===== src/hdl/bsm_pkg.sv =====
// Constants and types for the signed Booth multiplier
package bsm_pkg;
   localparam int WORD_W = 16;
   localparam int PROD_W = 32;
   localparam int CNT_W = 7;
   localparam int BIT_CNT_W = 5;
   // Per-operation overhead and cost of each bit transition, clock periods
   localparam logic [6:0] OVERHEAD_CYC = 7'h3b;
   localparam logic [6:0] TRANS_CYC = 7'h02;
   localparam logic [4:0] LAST_BIT = 5'h0f;
   localparam logic [15:0] ONE_WORD = 16'h0001;
   localparam logic [15:0] ZERO_WORD = 16'h0000;
   localparam logic [31:0] ZERO_PROD = 32'h0000_0000;

   typedef struct packed
   {
      logic [15:0] a_reg;
      logic [15:0] b_reg;
   } bsm_operand_type;

   typedef struct packed
   {
      logic [31:0] product;
      logic done;
      logic busy;
   } bsm_result_type;

   typedef enum logic [3:0]
   {
      ST_IDLE = 4'h1,
      ST_ADD = 4'h2,
      ST_SHIFT = 4'h4,
      ST_WAIT = 4'h8
   } bsm_state_type;

   typedef enum logic [2:0]
   {
      OP_NONE = 3'h1,
      OP_ADD = 3'h2,
      OP_SUB = 3'h4
   } bsm_op_type;
endpackage


===== src/hdl/bsm_multiplier.sv =====
// Sequential signed 16x16 Booth multiplier of the extended math unit
`timescale 1ns/1ps
module bsm_multiplier
(
   // Clock and reset
   input wire logic clk,
   input wire logic rst_b,
   // Command from the signed_multiply_op decode
   input wire logic start,
   input wire bsm_pkg::bsm_operand_type operand,
   // Result
   output bsm_pkg::bsm_result_type result
);
   bsm_pkg::bsm_state_type state;
   bsm_pkg::bsm_state_type next_state;
   logic [15:0] mcand;
   logic [15:0] next_mcand;
   logic [15:0] mplier;
   logic [15:0] next_mplier;
   logic prev_bit;
   logic next_prev_bit;
   logic [31:0] partial;
   logic [31:0] next_partial;
   logic [4:0] bit_cnt;
   logic [4:0] next_bit_cnt;
   logic [6:0] cyc_cnt;
   logic [6:0] next_cyc_cnt;
   logic [6:0] limit;
   logic [6:0] next_limit;
   bsm_pkg::bsm_result_type next_result;
   logic [31:0] summed;
   bsm_pkg::bsm_op_type op;

   // Arithmetic right shift, sign replicated
   function automatic logic [31:0] asr(input logic [31:0] value);
      asr = {value[31], value[31:1]};
   endfunction

   // Transitions counted from an imaginary zero below the LSB
   function automatic logic [6:0] transitions(input logic [15:0] word);
      logic [6:0] count;
      logic last;
      count = 7'h00;
      last = 1'b0;
      for (int i = 0; i < bsm_pkg::WORD_W; i++)
      begin
         if (word[i] != last)
         begin
            count = 7'(count + 7'h01);
         end
         last = word[i];
      end
      transitions = count;
   endfunction

   bsm_booth_step u_step
   (
      .pair({mplier[0], prev_bit}),
      .partial(partial),
      .mcand(mcand),
      .summed(summed),
      .op(op)
   );

   always_comb
   begin
      next_state = state;
      next_mcand = mcand;
      next_mplier = mplier;
      next_prev_bit = prev_bit;
      next_partial = partial;
      next_bit_cnt = bit_cnt;
      next_cyc_cnt = cyc_cnt;
      next_limit = limit;
      case (state)
         bsm_pkg::ST_IDLE:
         begin
            // Requests while busy are ignored
            if (start)
            begin
               next_mcand = operand.b_reg;
               next_mplier = operand.a_reg;
               next_prev_bit = 1'b0;
               next_partial = bsm_pkg::ZERO_PROD;
               next_bit_cnt = 5'h00;
               next_cyc_cnt = 7'h01;
               next_limit = 7'(bsm_pkg::OVERHEAD_CYC
                  + 7'(bsm_pkg::TRANS_CYC * transitions(operand.a_reg)));
               next_state = bsm_pkg::ST_ADD;
            end
         end
         bsm_pkg::ST_ADD:
         begin
            next_cyc_cnt = 7'(cyc_cnt + 7'h01);
            if (op == bsm_pkg::OP_NONE)
            begin
               next_partial = asr(partial);
               next_prev_bit = mplier[0];
               next_mplier = {1'b0, mplier[15:1]};
               next_bit_cnt = 5'(bit_cnt + 5'h01);
               if (bit_cnt == bsm_pkg::LAST_BIT)
               begin
                  next_state = bsm_pkg::ST_WAIT;
               end
            end
            else
            begin
               next_partial = summed;
               next_state = bsm_pkg::ST_SHIFT;
            end
         end
         bsm_pkg::ST_SHIFT:
         begin
            next_cyc_cnt = 7'(cyc_cnt + 7'h01);
            next_partial = asr(partial);
            next_prev_bit = mplier[0];
            next_mplier = {1'b0, mplier[15:1]};
            next_bit_cnt = 5'(bit_cnt + 5'h01);
            if (bit_cnt == bsm_pkg::LAST_BIT)
            begin
               next_state = bsm_pkg::ST_WAIT;
            end
            else
            begin
               next_state = bsm_pkg::ST_ADD;
            end
         end
         bsm_pkg::ST_WAIT:
         begin
            // Scan is faster than the documented time, so pad it out
            next_cyc_cnt = 7'(cyc_cnt + 7'h01);
            if (cyc_cnt == limit)
            begin
               next_state = bsm_pkg::ST_IDLE;
            end
         end
         default:
         begin
            next_state = bsm_pkg::ST_IDLE;
         end
      endcase
   end

   // Result group: the product only moves when the padded wait reaches the limit
   always_comb
   begin
      next_result = result;
      next_result.done = 1'b0;
      case (state)
         bsm_pkg::ST_IDLE:
         begin
            next_result.busy = start;
         end
         bsm_pkg::ST_ADD, bsm_pkg::ST_SHIFT:
         begin
            next_result.busy = 1'b1;
         end
         bsm_pkg::ST_WAIT:
         begin
            if (cyc_cnt == limit)
            begin
               // result kept as computed, defect included
               next_result.product = partial;
               next_result.done = 1'b1;
               next_result.busy = 1'b0;
            end
         end
         // Unknown state: drop busy so a caller is not stuck
         default:
         begin
            next_result.busy = 1'b0;
         end
      endcase
   end

   always_ff @(posedge clk or negedge rst_b)
   begin
      if (!rst_b)
      begin
         result <= '0;
      end
      else
      begin
         result <= next_result;
      end
   end

   always_ff @(posedge clk or negedge rst_b)
   begin
      if (!rst_b)
      begin
         state <= bsm_pkg::ST_IDLE;
         mcand <= bsm_pkg::ZERO_WORD;
         mplier <= bsm_pkg::ZERO_WORD;
         prev_bit <= 1'b0;
         partial <= bsm_pkg::ZERO_PROD;
         bit_cnt <= 5'h00;
         cyc_cnt <= 7'h00;
         limit <= 7'h00;
      end
      else
      begin
         state <= next_state;
         mcand <= next_mcand;
         mplier <= next_mplier;
         prev_bit <= next_prev_bit;
         partial <= next_partial;
         bit_cnt <= next_bit_cnt;
         cyc_cnt <= next_cyc_cnt;
         limit <= next_limit;
      end
   end
endmodule


===== src/hdl/bsm_booth_step.sv =====
// Booth recode and add or subtract of the multiplicand
`timescale 1ns/1ps
module bsm_booth_step
(
   // Scan pair and operands
   input wire logic [1:0] pair,
   input wire logic [31:0] partial,
   input wire logic [15:0] mcand,
   // Result of the step
   output logic [31:0] summed,
   output bsm_pkg::bsm_op_type op
);
   logic [15:0] addend;

   always_comb
   begin
      addend = bsm_pkg::ZERO_WORD;
      op = bsm_pkg::OP_NONE;
      case (pair)
         2'b10:
         begin
            op = bsm_pkg::OP_SUB;
            // 16-bit negate, most negative stays negative
            addend = 16'(~mcand + bsm_pkg::ONE_WORD);
         end
         2'b01:
         begin
            op = bsm_pkg::OP_ADD;
            addend = mcand;
         end
         default:
         begin
            op = bsm_pkg::OP_NONE;
            addend = bsm_pkg::ZERO_WORD;
         end
      endcase
      // upper half of 32-bit space, wraps
      summed = 32'(partial + {addend, bsm_pkg::ZERO_WORD});
   end
endmodule


===== config.mk =====
export PLATFORM = sky130hd
export DESIGN_NAME = bsm_multiplier
export DESIGN_NICKNAME = d
export VERILOG_FILES = /design/src/hdl/bsm_pkg.sv /design/src/hdl/bsm_multiplier.sv /design/src/hdl/bsm_booth_step.sv
export SDC_FILE = /design/constraint.sdc
export NUM_CORES = 1
export LEC_CHECK = 0
export BUFFER_PORTS_ARGS = -buffer_cell sky130_fd_sc_hd__buf_2
export CAP_MARGIN = 10
export CORE_MARGIN = 5
export CORE_UTILIZATION = 42
export DETAILED_ROUTE_END_ITERATION = 8
export SETUP_SLACK_MARGIN = 0.3
export SLEW_MARGIN = 20
export SYNTH_ARGS = -nofsm -noshare
export SYNTH_HDL_FRONTEND = slang
export SYNTH_SLANG_ARGS = --single-unit

===== constraint.sdc =====
create_clock -name clk -period 10.3 [get_ports clk]
set_input_delay 1.545 -clock clk [delete_from_list [all_inputs] [get_ports clk]]
set_output_delay 1.545 -clock clk [all_outputs]
set_load 0.01 [all_outputs]

==> metrics.txt <==
Post-Syn Nets=1074; area grow syn2layout=21.79%; Leak=4.921 nW; Post-Syn Area=0.008519 mm^2; register cell area after layout=0.003054 mm^2; CP Data Required Time=10.61 ns; crit-path max FO=3; library cells used by synthesis=84; post-DR wirelength/cell=14.03 um; Critical Path Source=operand[17]; slowest cell on the critical path=or3_4; diode count=0; Synth Flop Type=dfrtp_1; CP delay by family, top=adder cells; num ports=69; Routed WL=19350 um; outcome=finished, violations left; clock skew=0.007435 ns; failing checks=setup timing; htree depth=4; CTS tree=yes; detailed placement HPWL=13430 um; core area=0.02010 mm^2; Multi-input gate area=0.005421 mm^2; clock root buffer master=clkbuf_16; largest net degree at the start of global routing=86; fin util=51.61%; CP peak stage delay=0.39 ns; # rows=52; number of global-route vias before repair=6847; die area=0.02323 mm^2; layout cells sized above 1=22.27%; end of the critical path=limit[6]; Hold WS=0.4677 ns; internal reg-to-reg setup slack=5.90 ns; EDFF count, synth=0; grt peak-use layer=met2; Worst Path Arrival=10.75 ns; met3 GRT Util=2.528%; most frequent CP cell=ha_4; Placed Instance Area=0.009458 mm^2; Least-Margin Pin Slew=1.039 ns; die height=152.4 um; initial core utilization=42.38%; most frequent cells in the layout=nand2_1 (211), dfrtp_1 (121), buf_2 (65); maxcap violations=0; worst skew pair latency=0.41 ns; syn_area_per_cell=8.502 um^2; yosys synthesis warning count=0; Max Root-Sink Buffers=2; final setup fails=2; max-slew violations=0; First DRT Iteration DRCs=378; Max Clk Rate=95.81 MHz; Post-Layout Inst Area=0.01038 mm^2; max-slew headroom at the worst pin=30.72%; worst hold path type=flip-flop to flip-flop; CP Buf/Inv Count=6; DRC viols=0; number of port buffers=68; RSZ-0062 raised after global routing=yes; register area share after synthesis=35.85%; Antenna Nets Post-Route=0; FFs w/ async S/R, synth=100.0%; fillers=1898; FF+latch count, synth=122; clock slew at reported path FFs=0.06 ns; 1st-pass router iterations=4; CP Depth=57; R2R depth=20; Worst setup SP type=input pin; Setup CP Type=input pin to flip-flop; die span in x=152.4 um; pwr dens=261.6 mW/mm^2; GR Util met1=21.80%; Max VDD drop=0.0001305 V; Post-Synthesis Cells=1002; vias=7207; gr ovfl total=0; first-pass GRT wire length=32940 um; crit path time final=10.44 ns; antenna violations before repair=0; RR Endpoint=partial[31]; met2 Track Usage GR=28.70%; clock sinks=122; commonest non-fill, non-tap cell in the layout=nand2_1; PnR worst setup slack=-0.1369 ns; Total GRT Usage=16.50%; Final Cycle Share=101.3%; r2r startpoint=mplier[0]; vias per inst=5.226; endpoint class of the critical path=flip-flop; Hold Path Cell Cnt=2; total CTS buffers=17; # nets final=1168; worst slack, placed=-0.8724 ns; Fin. Hold Viols=0; Placer Congestion=0.7808
## worst min-delay path by stage
stage	from	end	slack, ns
floorplan	partial[0]	result[2]	0.44
global placement	partial[0]	result[2]	0.45
detailed placement	result[12]	result[12]	0.46
CTS	result[12]	result[12]	0.47
global route	partial[0]	result[2]	0.48
finish	result[4]	result[4]	0.47
## stage by stage
| stage | setup TNS [ns] | power (mW) | instances |
|---|---|---|---|
| 2_1_floorplan | -4.847 | 1.653 | 1002 |
| 3_3_place_gp | -1.955 | 1.974 | 1328 |
| 3_5_place_dp | -2.803 | 1.990 | 1328 |
| 4_1_cts | -0.2869 | 2.648 | 1372 |
| 5_1_grt | -1.371 | 2.944 | 1379 |
| 6_report | -0.2234 | 2.714 | 1379 |
## kinds of logic after synthesis
group / share of synthesized area, %
XOR/XNOR: 10.63
AO/OA/AOI/OAI: 18.59
flip-flops: 35.85
buffers and inverters: 4.567
AND/OR/NAND/NOR: 21.84
adder cells (fa/ha/maj): 5.640
multiplexers: 2.878
## area by class of cell
cell class | count | area share, %
Multi-Input combinational cell | 787 | 52.25
Sequential cell | 122 | 29.43
Timing Repair Buffer | 133 | 8.272
Clock buffer | 18 | 4.136
Tap cell | 270 | 3.256
Clock inverter | 14 | 1.338
Inverter | 35 | 1.314
## worst reg2reg max path, stage by stage (launching register included)
cell and delay, ns:
dfrtp_1 0.41, inv_1 0.09, ha_1 0.52, a22oi_1 0.19
nor2_1 0.26, ha_1 0.28, a21o_1 0.18, a21oi_1 0.23
o21bai_1 0.10, a21oi_1 0.24, o21bai_1 0.10, a21oi_1 0.23
o21bai_1 0.09, a21oi_1 0.22, o21bai_1 0.10, a21o_1 0.20
a21oi_1 0.20, o21ai_0 0.22, o21ai_0 0.23, nor2_1 0.06
nor3_1 0.18
## routing by layer
metal  share of wire (%)  vias to the layer above
met1                  47                     3437
met3                 2.3                       11
li1                    -                     3670
met2                  50                       89
met5                   0                        -
met4                 1.0                        0
## flip-flops by register name, indices dropped and copies added (netlist names)
register / flops
bit_cnt: 5
cyc_cnt: 7
limit: 7
mcand: 16
mplier: 16
partial: 32
prev_bit: 1
result: 34
state: 4
## what timing repair did
action,CTS,global route
setup buffers,12,7
resized for setup,20,20
pin swaps,16,15
setup endpoints to repair,5,5
hold buffers,0,0
## synth_stat cells, drive strengths merged, types with 3 or more instances
master	n	share of area, %
nand2	220	9.7
dfrtp	121	36
o21ai	75	4.5
nor2	55	2.5
xnor2	43	5.2
xor2	43	4.6
clkbuf	42	1.9
a21oi	41	2.5
ha	36	5.3
inv	34	1.5
a22oi	22	1.9
nand2b	22	1.6
nor3	21	1.3
mux2i	20	2.3
a22o	19	2.0
nand3	18	1.1
buf	16	1.2
nand3b	10	0.88
nor2b	10	0.73
a31oi	9	0.84
and3	9	0.66
nor3b	9	0.79
o21bai	9	0.79
o31ai	8	0.94
or3	7	0.51
a21o	6	0.53
nand4	6	0.44
nor4	5	0.37
or2	5	0.37
a32oi	4	0.41
and2	4	0.29
mux2	4	0.53
o211ai	4	0.41
o22ai	4	0.29
a221oi	3	0.31
o21a	3	0.28
o31a	3	0.32
## report_power, final
part / total (mW) / switching [mW] / internal, mW
sequential: 0.689 / 0.104 / 0.585
combinational: 1.46 / 0.764 / 0.692
clock: 0.569 / 0.231 / 0.338
total: 2.71 / 1.10 / 1.61
(Power assumes the default switching activity.)
